[config.mk]
export PLATFORM = sky130hd
export DESIGN_NAME = rsw_cmd
export DESIGN_NICKNAME = d
export VERILOG_FILES = /design/src/rtl/rsw_pkg.sv /design/src/rtl/rsw_stream_if.sv /design/src/rtl/rsw_cmd.sv /design/src/rtl/rsw_buf.sv
export SDC_FILE = /design/constraint.sdc
export NUM_CORES = 1
export LEC_CHECK = 0
export BUFFER_PORTS_ARGS = -buffer_cell sky130_fd_sc_hd__buf_2
export CAP_MARGIN = 5
export CORE_MARGIN = 4
export CORE_UTILIZATION = 45
export CTS_BUF_LIST = sky130_fd_sc_hd__clkbuf_8
export DETAILED_ROUTE_END_ITERATION = 10
export PLACE_DENSITY = 0.73
export SETUP_SLACK_MARGIN = 0.05
export SLEW_MARGIN = 10
export SYNTH_ARGS = -nofsm -noshare
export SYNTH_HDL_FRONTEND = slang
export SYNTH_SLANG_ARGS = --single-unit
[constraint.sdc]
create_clock -name clock_i -period 5.9 [get_ports clock_i]
set_input_delay 0.295 -clock clock_i [delete_from_list [all_inputs] [get_ports clock_i]]
set_output_delay 0.295 -clock clock_i [all_outputs]
set_load 0.02 [all_outputs]
[src/rtl/rsw_pkg.sv]
// constants shared by the relay switch command interpreter
//
// Contract
// [RULE_01] commands end in line feed; a carriage return before it is also accepted
// [RULE_02] every reply ends with carriage return then line feed
// [RULE_03] controller sends command letters and digits exactly, case included
// [RULE_04] after power-up all 32 relays released, lamps dark, supply lamp lit
// [RULE_05] S energises every relay 0..31 and lights its lamp
// [RULE_06] R releases every relay 0..31 and darkens its lamp
// [RULE_07] C plus decimal channel energises only that relay
// [RULE_08] O plus decimal channel releases only that relay
// [RULE_09] Q plus channel replies 1 if closed, 0 if open, then terminator
// [RULE_10] channels numbered 0..31 in decimal, upper group is lower plus 16
// [RULE_11] D sets delay in ms; later relay commands in message spaced by it
// [RULE_12] T replies the programmed delay in decimal ms, then terminator
// [RULE_13] bad channel or unknown letter is ignored; relays and delay unchanged
package rsw_pkg;

   // -----------------------------------------------------------------
   // characters
   // -----------------------------------------------------------------
   localparam logic [7:0] CHR_LF    = 8'h0a;
   localparam logic [7:0] CHR_CR    = 8'h0d;
   localparam logic [7:0] CHR_ZERO  = 8'h30;
   localparam logic [7:0] CHR_NINE  = 8'h39;
   localparam logic [7:0] CHR_SET   = 8'h53;
   localparam logic [7:0] CHR_RST   = 8'h52;
   localparam logic [7:0] CHR_CLOSE = 8'h43;
   localparam logic [7:0] CHR_OPEN  = 8'h4f;
   localparam logic [7:0] CHR_QUERY = 8'h51;
   localparam logic [7:0] CHR_DELAY = 8'h44;
   localparam logic [7:0] CHR_TIME  = 8'h54;

   // -----------------------------------------------------------------
   // sizes, reset values and timing
   // -----------------------------------------------------------------
   localparam int          NUM_CHAN    = 32;
   localparam int          DELAY_W     = 16;
   localparam logic [15:0] DELAY_RST   = 16'h0000;
   localparam logic [31:0] RELAYS_RST  = 32'h0000_0000;
   localparam int          CLK_HZ      = 50_000_000;
   localparam int          MS_PER_S    = 1000;
   localparam int          CYC_PER_MS  = CLK_HZ / MS_PER_S;
   localparam int          NUM_DIGITS  = 5;

   typedef enum logic [3:0] {
      RSW_GET,
      RSW_PARSE,
      RSW_EXEC,
      RSW_WAIT,
      RSW_DIG,
      RSW_DATA,
      RSW_CR,
      RSW_LF
   } rsw_state_t;

endpackage

[src/rtl/rsw_stream_if.sv]
// byte stream carrier between the interpreter and its reply buffer
`timescale 1ns/1ps
interface rsw_stream_if #(parameter int W = 8);
   logic [W-1:0] data;
   logic         valid;
   logic         ready;
   modport src (output data, output valid, input ready);
   modport snk (input data, input valid, output ready);
endinterface

[src/rtl/rsw_cmd.sv]
// ascii command interpreter for the 32-channel relay switch
`timescale 1ns/1ps
module rsw_cmd
   import rsw_pkg::*;
#(
   parameter int CYC_MS = CYC_PER_MS
) (
   input  wire logic        clock_i,
   input  wire logic        rst_i,
   input  wire logic [7:0]  rx_data_i,
   input  wire logic        rx_valid_i,
   output logic             rx_ready_o,
   output logic [7:0]       tx_data_o,
   output logic             tx_valid_o,
   input  wire logic        tx_ready_i,
   output logic [31:0]      relay_o,
   output logic [31:0]      chan_lamp_o,
   output logic             supply_lamp_o
);

   // -----------------------------------------------------------------
   // state
   // -----------------------------------------------------------------
   localparam int MSW = $clog2(CYC_MS + 1);

   rsw_state_t             state_reg;
   rsw_state_t             nxt_reg;
   logic [7:0]             ch_reg;
   logic [7:0]             cmd_reg;
   logic                   cmd_v_reg;
   logic [DELAY_W-1:0]     acc_reg;
   logic                   has_dig_reg;
   logic                   ovf_reg;
   logic [DELAY_W-1:0]     delay_reg;
   logic [NUM_CHAN-1:0]    relays_reg;
   logic [NUM_CHAN-1:0]    lamps_reg;
   logic                   gap_reg;
   logic [MSW-1:0]         cyc_reg;
   logic [DELAY_W-1:0]     ms_reg;
   logic [DELAY_W-1:0]     rem_reg;
   logic [2:0]             idx_reg;
   logic [3:0]             dig_reg;
   logic                   lead_reg;
   logic [7:0]             out_reg;
   logic                   rx_ready_reg;
   logic                   lamp_reg;

   rsw_stream_if #(.W(8)) rep_in ();
   rsw_stream_if #(.W(8)) rep_out ();

   // -----------------------------------------------------------------
   // decode
   // -----------------------------------------------------------------
   wire        is_digit  = (ch_reg >= CHR_ZERO) && (ch_reg <= CHR_NINE);
   wire [3:0]  digit     = 4'(ch_reg - CHR_ZERO);
   wire [20:0] acc_mul   = 21'(acc_reg) * 21'd10 + 21'(digit);
   wire        acc_big   = acc_mul > 21'(16'hffff);
   // strict letters only: lower case is not a command
   wire        is_cmd    = (ch_reg == CHR_SET) || (ch_reg == CHR_RST)
                        || (ch_reg == CHR_CLOSE) || (ch_reg == CHR_OPEN)
                        || (ch_reg == CHR_QUERY) || (ch_reg == CHR_DELAY)
                        || (ch_reg == CHR_TIME); // [RULE_03]
   wire        is_relay  = (cmd_reg == CHR_SET) || (cmd_reg == CHR_RST)
                        || (cmd_reg == CHR_CLOSE) || (cmd_reg == CHR_OPEN);
   wire        needs_ch  = (cmd_reg == CHR_CLOSE) || (cmd_reg == CHR_OPEN)
                        || (cmd_reg == CHR_QUERY);
   // channel numbers above 31 and overlong arguments are caught before execution
   wire        chan_ok   = has_dig_reg && !ovf_reg
                        && (acc_reg < DELAY_W'(NUM_CHAN)); // [RULE_10] [RULE_13]
   wire        cmd_ok    = needs_ch ? chan_ok : 1'b1;
   wire [4:0]  chan      = acc_reg[4:0];
   wire        must_wait = is_relay && cmd_ok && gap_reg
                        && (delay_reg != '0); // [RULE_11]
   wire        ms_tick   = (cyc_reg == MSW'(CYC_MS - 1));
   wire        rx_take   = rx_valid_i && rx_ready_reg;
   wire        push_ok   = rep_in.ready;

   logic [DELAY_W-1:0] pow;
   always_comb begin
      case (idx_reg)
         3'd0:    pow = 16'd10000;
         3'd1:    pow = 16'd1000;
         3'd2:    pow = 16'd100;
         3'd3:    pow = 16'd10;
         default: pow = 16'd1;
      endcase
   end
   wire dig_more = rem_reg >= pow;
   // leading zeros are skipped, but the last place always prints so a zero delay reads 0
   wire last_dig = (idx_reg == 3'(NUM_DIGITS - 1));
   wire dig_emit = (dig_reg != '0) || !lead_reg || last_dig;

   // relay image after the executing command, one bit per channel
   wire [NUM_CHAN-1:0] relays_next;
   generate
      for (genvar n = 0; n < NUM_CHAN; n++) begin : g_chan
         wire hit = (chan == 5'(n));
         wire set_bit = (cmd_reg == CHR_SET)                 // [RULE_05]
                     || ((cmd_reg == CHR_CLOSE) && hit);     // [RULE_07]
         wire clr_bit = (cmd_reg == CHR_RST)                 // [RULE_06]
                     || ((cmd_reg == CHR_OPEN) && hit);      // [RULE_08]
         assign relays_next[n] = set_bit ? 1'b1 : clr_bit ? 1'b0 : relays_reg[n];
      end
   endgenerate

   // -----------------------------------------------------------------
   // reply path
   // -----------------------------------------------------------------
   assign rep_in.valid = (state_reg == RSW_DATA) || (state_reg == RSW_CR)
                      || (state_reg == RSW_LF);
   assign rep_in.data  = (state_reg == RSW_CR) ? CHR_CR
                       : (state_reg == RSW_LF) ? CHR_LF : out_reg; // [RULE_02]
   assign rep_out.ready = tx_ready_i;

   // the buffer head is a flop, so the reply outputs stay registered
   rsw_buf u_buf (
      .clock_i (clock_i),
      .rst_i   (rst_i),
      .in_s    (rep_in.snk),
      .out_s   (rep_out.src)
   );

   assign tx_data_o     = rep_out.data;
   assign tx_valid_o    = rep_out.valid;
   assign rx_ready_o    = rx_ready_reg;
   assign relay_o       = relays_reg;
   assign chan_lamp_o   = lamps_reg;
   assign supply_lamp_o = lamp_reg;

   // -----------------------------------------------------------------
   // relay, lamp and delay storage
   // -----------------------------------------------------------------
   // lamps get flops of their own so their drive never loads the coil path
   wire apply_relay = (state_reg == RSW_EXEC) && !must_wait && is_relay && cmd_ok;
   wire load_delay  = (state_reg == RSW_EXEC) && (cmd_reg == CHR_DELAY)
                   && has_dig_reg && !ovf_reg; // [RULE_13]

   always_ff @(posedge clock_i or posedge rst_i) begin
      if (rst_i) begin
         relays_reg <= RELAYS_RST; // [RULE_04]
         lamps_reg  <= RELAYS_RST; // [RULE_04]
      end else if (apply_relay) begin
         relays_reg <= relays_next;
         lamps_reg  <= relays_next; // [RULE_05] [RULE_06]
      end
   end

   // an empty or overlong delay argument leaves the old delay in place
   always_ff @(posedge clock_i or posedge rst_i) begin
      if (rst_i) begin
         delay_reg <= DELAY_RST;
      end else if (load_delay) begin
         delay_reg <= acc_reg; // [RULE_11]
      end
   end

   // -----------------------------------------------------------------
   // delay timer: a millisecond prescaler and a millisecond count
   // -----------------------------------------------------------------
   // the prescaler restarts on every wait so each gap is a whole number of ms
   always_ff @(posedge clock_i or posedge rst_i) begin
      if (rst_i) begin
         cyc_reg <= '0;
         ms_reg  <= '0;
      end else if (state_reg != RSW_WAIT) begin
         cyc_reg <= '0;
         ms_reg  <= delay_reg;
      end else if (ms_tick) begin
         cyc_reg <= '0;
         ms_reg  <= ms_reg - 1'b1; // [RULE_11]
      end else begin
         cyc_reg <= cyc_reg + 1'b1;
      end
   end

   // -----------------------------------------------------------------
   // command sequencer
   // -----------------------------------------------------------------
   // reset leaves every relay released and the supply lamp lit next edge
   always_ff @(posedge clock_i or posedge rst_i) begin
      if (rst_i) begin
         lamp_reg <= 1'b0;
      end else begin
         lamp_reg <= 1'b1; // [RULE_04]
      end
   end

   // a command runs when the next non-digit arrives, so its argument is whole
   always_ff @(posedge clock_i or posedge rst_i) begin
      if (rst_i) begin
         state_reg    <= RSW_GET;
         nxt_reg      <= RSW_GET;
         ch_reg       <= '0;
         cmd_reg      <= '0;
         cmd_v_reg    <= 1'b0;
         acc_reg      <= '0;
         has_dig_reg  <= 1'b0;
         ovf_reg      <= 1'b0;
         gap_reg      <= 1'b0;
         rem_reg      <= '0;
         idx_reg      <= '0;
         dig_reg      <= '0;
         lead_reg     <= 1'b1;
         out_reg      <= '0;
         rx_ready_reg <= 1'b1;
      end else begin
         case (state_reg)
            RSW_GET: begin
               if (rx_take) begin
                  ch_reg       <= rx_data_i;
                  rx_ready_reg <= 1'b0;
                  state_reg    <= RSW_PARSE;
               end
            end
            RSW_PARSE: begin
               if (cmd_v_reg && is_digit) begin
                  acc_reg      <= acc_mul[DELAY_W-1:0];
                  ovf_reg      <= ovf_reg | acc_big;
                  has_dig_reg  <= 1'b1;
                  rx_ready_reg <= 1'b1;
                  state_reg    <= RSW_GET;
               end else if (cmd_v_reg) begin
                  // a non-digit closes the argument; the character is kept
                  state_reg <= RSW_EXEC;
               end else begin
                  if (is_cmd) begin
                     cmd_reg     <= ch_reg;
                     cmd_v_reg   <= 1'b1;
                     acc_reg     <= '0;
                     has_dig_reg <= 1'b0;
                     ovf_reg     <= 1'b0;
                  end else if (ch_reg == CHR_LF) begin
                     gap_reg <= 1'b0; // [RULE_01]
                  end
                  // stray cr before lf and unknown letters are dropped
                  rx_ready_reg <= 1'b1; // [RULE_01] [RULE_13]
                  state_reg    <= RSW_GET;
               end
            end
            RSW_EXEC: begin
               if (must_wait) begin
                  state_reg <= RSW_WAIT;
               end else begin
                  cmd_v_reg <= 1'b0;
                  state_reg <= RSW_PARSE;
                  // query and time replies leave through the data, cr and lf states
                  if (is_relay && cmd_ok) begin
                     gap_reg    <= 1'b1; // [RULE_11]
                  end else if (cmd_reg == CHR_QUERY && chan_ok) begin
                     out_reg   <= relays_reg[chan] ? 8'h31 : 8'h30; // [RULE_09]
                     nxt_reg   <= RSW_CR;
                     state_reg <= RSW_DATA;
                  end else if (cmd_reg == CHR_TIME) begin
                     rem_reg   <= delay_reg; // [RULE_12]
                     idx_reg   <= '0;
                     dig_reg   <= '0;
                     lead_reg  <= 1'b1;
                     state_reg <= RSW_DIG;
                  end
               end
            end
            RSW_WAIT: begin
               if (ms_tick && ms_reg == 16'd1) begin
                  gap_reg   <= 1'b0;
                  state_reg <= RSW_EXEC;
               end
            end
            RSW_DIG: begin
               if (dig_more) begin
                  rem_reg <= rem_reg - pow;
                  dig_reg <= dig_reg + 1'b1;
               end else begin
                  idx_reg <= idx_reg + 1'b1;
                  dig_reg <= '0;
                  if (dig_emit) begin
                     out_reg   <= CHR_ZERO + 8'(dig_reg); // [RULE_12]
                     lead_reg  <= 1'b0;
                     nxt_reg   <= last_dig ? RSW_CR : RSW_DIG;
                     state_reg <= RSW_DATA;
                  end
               end
            end
            RSW_DATA: begin
               if (push_ok) begin
                  state_reg <= nxt_reg;
               end
            end
            RSW_CR: begin
               if (push_ok) begin
                  state_reg <= RSW_LF; // [RULE_02]
               end
            end
            RSW_LF: begin
               if (push_ok) begin
                  state_reg <= RSW_PARSE; // [RULE_02]
               end
            end
            default: begin
               state_reg    <= RSW_GET;
               rx_ready_reg <= 1'b1;
            end
         endcase
      end
   end

endmodule

[src/rtl/rsw_buf.sv]
// two-entry reply buffer; ready and valid both come from flops
`timescale 1ns/1ps
module rsw_buf (
   input  wire logic   clock_i,
   input  wire logic   rst_i,
   rsw_stream_if.snk   in_s,
   rsw_stream_if.src   out_s
);
   localparam int W = $bits(in_s.data);

   logic [W-1:0] head_reg;
   logic         head_v_reg;
   logic [W-1:0] tail_reg;
   logic         tail_v_reg;
   wire          pop  = head_v_reg & out_s.ready;
   wire          push = in_s.valid & ~tail_v_reg;

   // the second slot absorbs one word while the receiver stalls
   assign in_s.ready  = ~tail_v_reg;
   assign out_s.valid = head_v_reg;
   assign out_s.data  = head_reg;

   always_ff @(posedge clock_i or posedge rst_i) begin
      if (rst_i) begin
         head_reg   <= '0;
         head_v_reg <= 1'b0;
         tail_reg   <= '0;
         tail_v_reg <= 1'b0;
      end else if (pop) begin
         if (tail_v_reg) begin
            head_reg   <= tail_reg;
            tail_v_reg <= 1'b0;
         end else begin
            head_reg   <= in_s.data;
            head_v_reg <= push;
         end
      end else if (push) begin
         if (head_v_reg) begin
            tail_reg   <= in_s.data;
            tail_v_reg <= 1'b1;
         end else begin
            head_reg   <= in_s.data;
            head_v_reg <= 1'b1;
         end
      end
   end
endmodule

==> metrics, run 1 <==
Compound-Gate Fraction of Synth Area 0.185; Worst Setup End Kind flop; pwr dens 289 mW/mm²; Placer Congestion 0.886; share of the synthesized area in the top cell type 0.397; CP Class reg2reg; final setup vio count 0; startpoint types flop; Root Driver clkbuf_8; Antenna Cells 0; # fillers 2056; maximum fanout along the worst path 6; Layout Utilization 0.501; post-synthesis sequential area ratio 0.402; clk_lat worst skew 0.48 ns; Rows 54; Worst Clk Skew 0.0264 ns; status finished, final reports clean; GR Overflow Total 0; largest net degree at the start of global routing 93; detailed-route vias per instance 5.84; post-route cell area 0.0110 mm²; r2r setup slk 2.17 ns; multiplexer area fraction after synthesis 0.0612; FF+latch count, synth 163; Total Power 3.19 mW; worst rel slew slack 0.255; Yosys cell types 83; die span in y 158 µm; Worst Path Required 6.26 ns; Port Buf Inserts 84; Syn. warnings 0; top cells by area, synth dfrtp_1 (40%), ha_1 (6.5%), o21ai_0 (6.5%), a21oi_1 (5.6%), nand2_1 (3.8%); asr flop ratio synth 1.00; ratio of cells with drive above 1 in the final layout 0.173; post-synthesis area per instance 9.16 µm²; main combinational cell family by area after synthesis compound AO/OA/AOI/OAI gates; PostCTS Resize Cnt 0; 1st-pass router iterations 5; Post-CTS Repair Setup Buffers 0; post-synthesis adder-cell area fraction 0.0712; Setup TNS Final 0 ns; nets@finish 1215; global-route wire length before repair 38900 µm; hold_ws 0.0393 ns; EDFF count, synth 0; Simple-Gate Fraction of Synth Area 0.173; CTS H-tree depth 4; sequential cell area 0.00408 mm²; die footprint 0.0250 mm²; non-filler cells, final 1440; placed cells 1407; Final WS setup 2.17 ns; P_leak 5.05 nW; unrepaired setup endpoints after global routing no; initial antenna violation count 0; Peak VDD IR 0.164 mV; Initial Util 0.461; Peak Freq 268 MHz; Longest Clk Path Bufs 2; core box area 0.0220 mm²; GRT Total Usage 0.190; initial detailed-routing violation count 562; I/O pins 87; Synth-to-Final Area Change 8.59%; Final ANT Viol Nets 0; worst-margin pin slew 1.11 ns; DP Wirelength 17100 µm; clk sinks 163; period utilisation layout 0.632; vias post-DR 8404; Final Hold Viols 0; placed cell area 0.0106 mm²; Gate Count Post-Synth 1109; number of max-cap violations 0; Die Wd 158 µm; WL final 23700 µm; Routed WL per cell 16.5 µm; number of global-route vias before repair 7841; fin crit period 3.73 ns; drt drc 0; TritonCTS clock tree done; dpl ws 2.24 ns; Hold Crit Class in2reg; Reg clk slew, reported paths 0.11 ns; WP data arrival 4.09 ns; total CTS buffers 17; prevailing post-synth register cell dfrtp_1; Largest register FFs 32; post-synthesis instance area 0.0102 mm²; Post-Synth XOR/XNOR Area 0.0499; area occupied by multi-input gates 0.00551 mm²; Synth area leader dfrtp_1; Final Max Slew Viols 0
## where the power goes
group	internal (mW)	total (mW)	switching [mW]
logic	0.360	0.884	0.524
clock network	0.371	0.881	0.510
registers	1.25	1.43	0.178
## worst max-delay path, cell delays in order (launching register included)
cell and delay [ns]:
dfrtp_1 0.40, inv_1 0.08, ha_1 0.22, o21ai_0 0.33, and3_1 0.23, ha_1 0.16, inv_1 0.06, fa_1 0.41
a21oi_1 0.15, o21bai_1 0.14, a21oi_2 0.25, o31ai_2 0.12, o211ai_1 0.39, nor3b_2 0.42, and3_1 0.22, o21ai_1 0.05
## path summary, 6_finish.rpt
kind	end	cells after the start	startpoint
max	state_reg[2]	15	idx_reg[1]
max reg2reg	state_reg[2]	15	idx_reg[1]
min	ch_reg[5]	2	rx_data_i[5]
max in group asynchronous	acc_reg[12]	4	rst_i
min reg2reg	cyc_reg[0]	1	cyc_reg[0]
min in group asynchronous	u_buf.out_s.valid	3	rst_i
## per-layer routing
metal,track usage,wire length (µm),vias to the layer above
li1,-,-,4013
met1,0.262,10500,4083
met2,0.306,11400,264
met3,0.0309,1230,44
met4,0.0638,589,0
met5,0,0,-
## layout by cell type (no fill, tap or decap), types with 26 or more instances in the layout
master / instances
dfrtp_1: 161
o21ai_0: 130
a21oi_1: 114
nand2_1: 103
nor2_1: 84
buf_2: 84
ha_1: 53
inv_1: 36
xnor2_1: 30
mux2_2: 29
xor2_1: 26
## timing repair
action	in CTS	in global routing
endpoints found under the setup margin	0	0
hold endpoints to repair	14	0
hold buffers	1	0
## cells by family after synthesis
| group | after synthesis |
|---|---|
| muxes | 46 |
| buffers and inverters | 114 |
| AOI/OAI and AO/OA | 327 |
| and+or+nand+nor | 344 |
| adders and majority gates | 56 |
| other | 2 |
| DFF | 163 |
| xor gates and xnor gates | 57 |
## Yosys cell counts, drive strengths merged, types with 4 or more instances
| library cell | number |
|---|---|
| dfrtp | 161 |
| nand2 | 104 |
| nor3 | 25 |
| nor4 | 21 |
| and3 | 17 |
| nand4 | 8 |
| or3 | 4 |
| nor2 | 87 |
| mux2 | 29 |
| nand3 | 23 |
| nand2b | 9 |
| a211oi | 5 |
| xor2 | 27 |
| o21a | 5 |
| or4 | 6 |
| mux2i | 7 |
| a21o | 7 |
| a2bb2oi | 4 |
| ha | 53 |
| o211ai | 7 |
| nor3b | 7 |
| or2 | 7 |
| xnor2 | 30 |
| nor2b | 5 |
| a21oi | 116 |
| nand4b | 4 |
| a31oi | 4 |
| o21ai | 143 |
| inv | 37 |
| buf | 46 |
| o31ai | 8 |
| mux4 | 10 |
| nor4b | 4 |
| clkbuf | 31 |
## layout make-up
type                    instances  area share
inverters                      37      0.0130
clock inverters                15      0.0186
repair buffers                 95      0.0458
flip-flops and latches        163       0.370
well taps                     280      0.0318
multi-input cells             833       0.499
clock buffers                  17      0.0212
(Power assumes the default switching activity.)
==> inputs of run 2 (changes only) <==
Clock period 5.9 ns to 3.85 ns, I/O delays scaled along.
==> metrics, run 2 (synthesis gave the netlist of run 1 again) <==
Worst Path Required 4.20 ns; status finished, final reports clean; vias post-DR 8378; GR Overflow Total 0; number of global-route vias before repair 8147; global-route wire length before repair 40000 µm; Hold Crit Class in2reg; Placer Congestion 0.877; die span in y 158 µm; Post-CTS Repair Setup Buffers 0; Layout Utilization 0.507; pwr dens 436 mW/mm²; detailed-route vias per instance 5.75; CTS H-tree depth 4; Reg clk slew, reported paths 0.10 ns; core box area 0.0220 mm²; maximum fanout along the worst path 9; Worst Setup End Kind flop; CP Class reg2reg; Routed WL per cell 16.3 µm; P_leak 5.11 nW; crit path buf inv count 2; unrepaired setup endpoints after global routing no; Final Max Slew Viols 0; # fillers 2019; Worst Clk Skew 0.0166 ns; post-route cell area 0.0112 mm²; crit path cell chain ha_1 -> ha_1 -> inv_1 -> and3_1 -> ha_1 -> inv_1 -> fa_1 -> a21oi_1 -> o21bai_1 -> a21oi_2 -> o31ai_2 -> a211o_1 -> a21oi_4 -> mux2_2; Peak Freq 283 MHz; largest net degree at the start of global routing 108; Final Hold Viols 0; WP data arrival 3.88 ns; GRT Total Usage 0.196; family with the most delay on the worst path compound AO/OA/AOI/OAI gates; Port Buf Inserts 84; Synth-to-Final Area Change 10.1%; commonest non-fill, non-tap cells in the layout dfrtp_1 (161), o21ai_0 (130), a21oi_1 (114); Final ANT Viol Nets 0; nets@finish 1233; Peak VDD IR 0.211 mV; most common cell after layout, fill and taps aside dfrtp_1; Antenna Cells 0; non-filler cells, final 1458; I/O pins 87; drt drc 0; startpoint types flop; Largest register FFs 32; period utilisation layout 0.919; die footprint 0.0250 mm²; final setup vio count 0; Setup TNS Final 0 ns; placed cells 1416; placed cell area 0.0107 mm²; DP Wirelength 17000 µm; sequential cell area 0.00408 mm²; 1st-pass router iterations 5; total CTS buffers 17; Max stage delay on crit path 0.43 ns; Die Wd 158 µm; Rows 54; Root Driver clkbuf_8; TritonCTS clock tree done; Longest Clk Path Bufs 2; initial detailed-routing violation count 634; area occupied by multi-input gates 0.00551 mm²; ratio of cells with drive above 1 in the final layout 0.178; Top cell by count, worst path ha_1; fin crit period 3.54 ns; WL final 23800 µm; slowest cell on the critical path dfrtp_1; worst rel slew slack 0.238; worst-margin pin slew 1.14 ns; initial antenna violation count 0; number of max-cap violations 0; Initial Util 0.461; r2r setup slk 0.31 ns; clk_lat worst skew 0.47 ns; clk sinks 163
[run 2: worst paths after layout]
check | from | end | depth (start not counted)
min reg2reg | cyc_reg[0] | cyc_reg[0] | 1
max in group asynchronous | rst_i | lead_reg | 4
max reg2reg | idx_reg[0] | out_reg[0] | 14
min | rx_valid_i | rx_ready_o | 4
max | idx_reg[0] | out_reg[0] | 14
min in group asynchronous | rst_i | chan_lamp_o[9] | 3
[run 2: tightest hold or removal path, cell delays in order]
cell and delay, ns:
buf_2 0.09, nand2_1 0.04, a21oi_1 0.13, nor2_1 0.05
[run 2: per-stage QoR]
| step | power [mW] | hold slack [ns] | setup slack (ns) |
|---|---|---|---|
| 6_report | 4.87 | 0.0275 | 0.313 |
| 4_1_cts | 4.89 | 0.0124 | 0.255 |
| 3_5_place_dp | 3.56 | 0.375 | 0.291 |
| 5_1_grt | 5.17 | 0.0412 | 0.0508 |
| 3_3_place_gp | 3.52 | 0.375 | 0.413 |
| 2_1_floorplan | 3.22 | 0.283 | 0.592 |
[run 2: cell type report]
type	count	area share
clock buffers	18	0.0222
clock inverters	14	0.0149
inverters	37	0.0128
multi-input cells	833	0.493
flip-flops and latches	163	0.365
well taps	280	0.0313
repair buffers	113	0.0604
[run 2: power by group]
| part | switching [mW] | total (mW) | internal (mW) |
|---|---|---|---|
| Clock | 0.711 | 1.33 | 0.614 |
| Combinational | 0.827 | 1.40 | 0.569 |
| Sequential | 0.238 | 2.15 | 1.91 |
| Total | 1.78 | 4.87 | 3.10 |
[run 2: layer usage]
layer | vias up | routed length (µm) | global-route usage
met5 | - | 0 | 0
met4 | 0 | 416 | 0.0512
met3 | 33 | 1030 | 0.0366
met2 | 240 | 11600 | 0.320
met1 | 4056 | 10700 | 0.270
li1 | 4049 | - | -
[run 2: repair_timing]
action / CTS / global route
endpoints found under the setup margin: 0 / 7
hold endpoints to repair: 39 / 0
gates resized for setup: 0 / 1
hold buffers: 10 / 0
==> inputs of run 3 (changes only) <==
Settings changed: ABC_AREA set to 1.
==> metrics, run 3 <==
most frequent cell after synthesis nand2_1; CTS H-tree depth 4; DP Wirelength 19300 µm; TritonCTS clock tree done; startpoint types flop; WP data arrival 3.75 ns; maximum fanout along the worst path 5; Routed WL per cell 14.2 µm; number of global-route vias before repair 9385; clk_lat worst skew 0.47 ns; placed cell area 0.0112 mm²; ratio of cells with drive above 1 in the final layout 0.0944; prevailing post-synth register cell dfrtp_1; Die Wd 163 µm; clk sinks 163; P_leak 6.23 nW; Longest Clk Path Bufs 2; Initial Util 0.458; asr flop ratio synth 1.00; Largest register FFs 32; Post-CTS Repair Setup Buffers 0; Syn. warnings 0; hold_ws -0.0532 ns; die footprint 0.0264 mm²; CP Launch Point idx_reg[0]; Final Hold Viols 42; Antenna Cells 0; fin crit period 3.40 ns; FF+latch count, synth 163; Rows 56; pwr dens 410 mW/mm²; global-route wire length before repair 45300 µm; post-synthesis sequential area ratio 0.379; r2r setup slk 0.45 ns; Worst Path Required 4.20 ns; I/O pins 87; Synth area leader dfrtp_1; most frequent cells after synthesis nand2_1 (460), dfrtp_1 (161), inv_1 (157); Hold Crit Class in2async; share of the synthesized area in the top cell type 0.375; Reg clk slew, reported paths 0.09 ns; nets@finish 1635; post-route cell area 0.0118 mm²; Placer Congestion 0.877; Root Driver clkbuf_8; Peak Freq 295 MHz; reg2reg start idx_reg[0]; Port Buf Inserts 84; Final ANT Viol Nets 0; core box area 0.0235 mm²; Total Power 4.82 mW; total CTS buffers 17; CP Class reg2reg; Layout Utilization 0.501; Final Max Slew Viols 0; worst r2r path cells 20; reg-to-reg endpoint state_reg[2]; detailed-route vias per instance 5.34; 1st-pass router iterations 6; Critical Path Sink state_reg[2]; WL final 26900 µm; drt drc 0; Synth-to-Final Area Change 9.31%; initial antenna violation count 0; failing checks hold timing; Peak VDD IR 0.240 mV; Gate Count Post-Synth 1521; GRT Total Usage 0.205; worst-margin pin slew 1.05 ns; worst rel slew slack 0.297; Setup TNS Final 0 ns; number of max-cap violations 0; Yosys cell types 51; post-synthesis instance area 0.0108 mm²; status finished, violations left; top cells by area, synth dfrtp_1 (37%), nand2_1 (16%), o21ai_0 (6.8%), ha_1 (6.2%), inv_1 (5.5%); most common cell after layout, fill and taps aside nand2_1; commonest non-fill, non-tap cells in the layout nand2_1 (460), dfrtp_1 (161), inv_1 (158); initial detailed-routing violation count 831; largest net degree at the start of global routing 164; vias post-DR 10100; GR Overflow Total 0; period utilisation layout 0.882; unrepaired setup endpoints after global routing no; die span in y 163 µm; Worst Setup End Kind flop; EDFF count, synth 0; post-synthesis area per instance 7.07 µm²; final setup vio count 0; Worst Clk Skew 0.0206 ns
## run 3: cell types whose count changed after synthesis, sizes merged, moves of 21 or more
cell / delta
a21oi: -21
inv: +121
mux2: -29
nand2: +358
nand3: +39
nor2: +44
xnor2: -25
## run 3: report_power, final
group          switching (mW)  leakage, nW  total, mW  internal [mW]
clock network           0.655        0.216       1.33          0.675
registers               0.172         2.22       2.09           1.92
logic                   0.958         3.79       1.39          0.434
total                    1.79         6.23       4.82           3.03
## run 3: kinds of logic (layout without fill, tap and decap cells)
logic type / after synthesis / in the layout / synth area share
flip-flops: 163 / 163 / 0.379
AND/OR/NAND/NOR: 733 / 733 / 0.281
buffers and inverters: 240 / 297 / 0.0982
AO/OA/AOI/OAI: 312 / 312 / 0.161
other: 2 / 3 / 0.000698
adder cells (fa/ha/maj): 56 / 56 / 0.0672
XOR/XNOR: 15 / 15 / 0.0122
## run 3: how the worst min path moves through the flow
| stage | start | end | slack (ns) | cells after the start |
|---|---|---|---|---|
| CTS | rst_i | cyc_reg[3] | 0.02 | 3 |
| global placement | rx_data_i[0] | ch_reg[0] | 0.40 | 3 |
| floorplan | rx_data_i[0] | ch_reg[0] | 0.31 | 2 |
| finish | rst_i | cyc_reg[6] | -0.05 | 3 |
| detailed placement | rx_data_i[7] | ch_reg[7] | 0.41 | 3 |
| global route | rst_i | cyc_reg[3] | 0.04 | 3 |
## run 3: routing by layer
metal,up-vias,part of all wire,track usage
met5,-,0,0
met4,0,0.014,0.0568
met1,4742,0.47,0.291
li1,5070,-,-
met3,34,0.051,0.0304
met2,285,0.46,0.329
## run 3: metrics by stage
step                      std cells  setup slack (ns)
after detailed placement       1858             0.374
after global placement         1858             0.517
final                          1898             0.454
after CTS                      1898             0.364
after floorplan                1522             0.789
after global routing           1898            0.0992
## run 3: area by class of cell
type,count,area [µm²]
fill,2290,11700
multi-input combinational,1119,5640
inverter,161,608
clock buffer,19,262
clock inverter,12,154
tap,319,399
sequential,163,4080
timing repair buffer,105,613
## run 3: worst max-delay path, cell delays in order (launching register included)
cell and delay [ns]:
dfrtp_1 0.38, inv_1 0.10, ha_1 0.22, nand2_1 0.16, inv_1 0.09, nor4_1 0.18, ha_1 0.19, inv_1 0.05
fa_1 0.39, nand2_1 0.08, nand2_1 0.08, a21oi_2 0.22, o21ai_1 0.14, nand2_1 0.10, nand3_2 0.12, nand2_1 0.09
inv_1 0.05, nor2_2 0.20, nand2_1 0.17, o21ai_0 0.19, nand2_1 0.06
## run 3: timing repair
item,CTS,global route
hold buffers,9,0
endpoints found under the hold margin,9,0
endpoints found under the setup margin,0,17
gates resized for setup,0,3
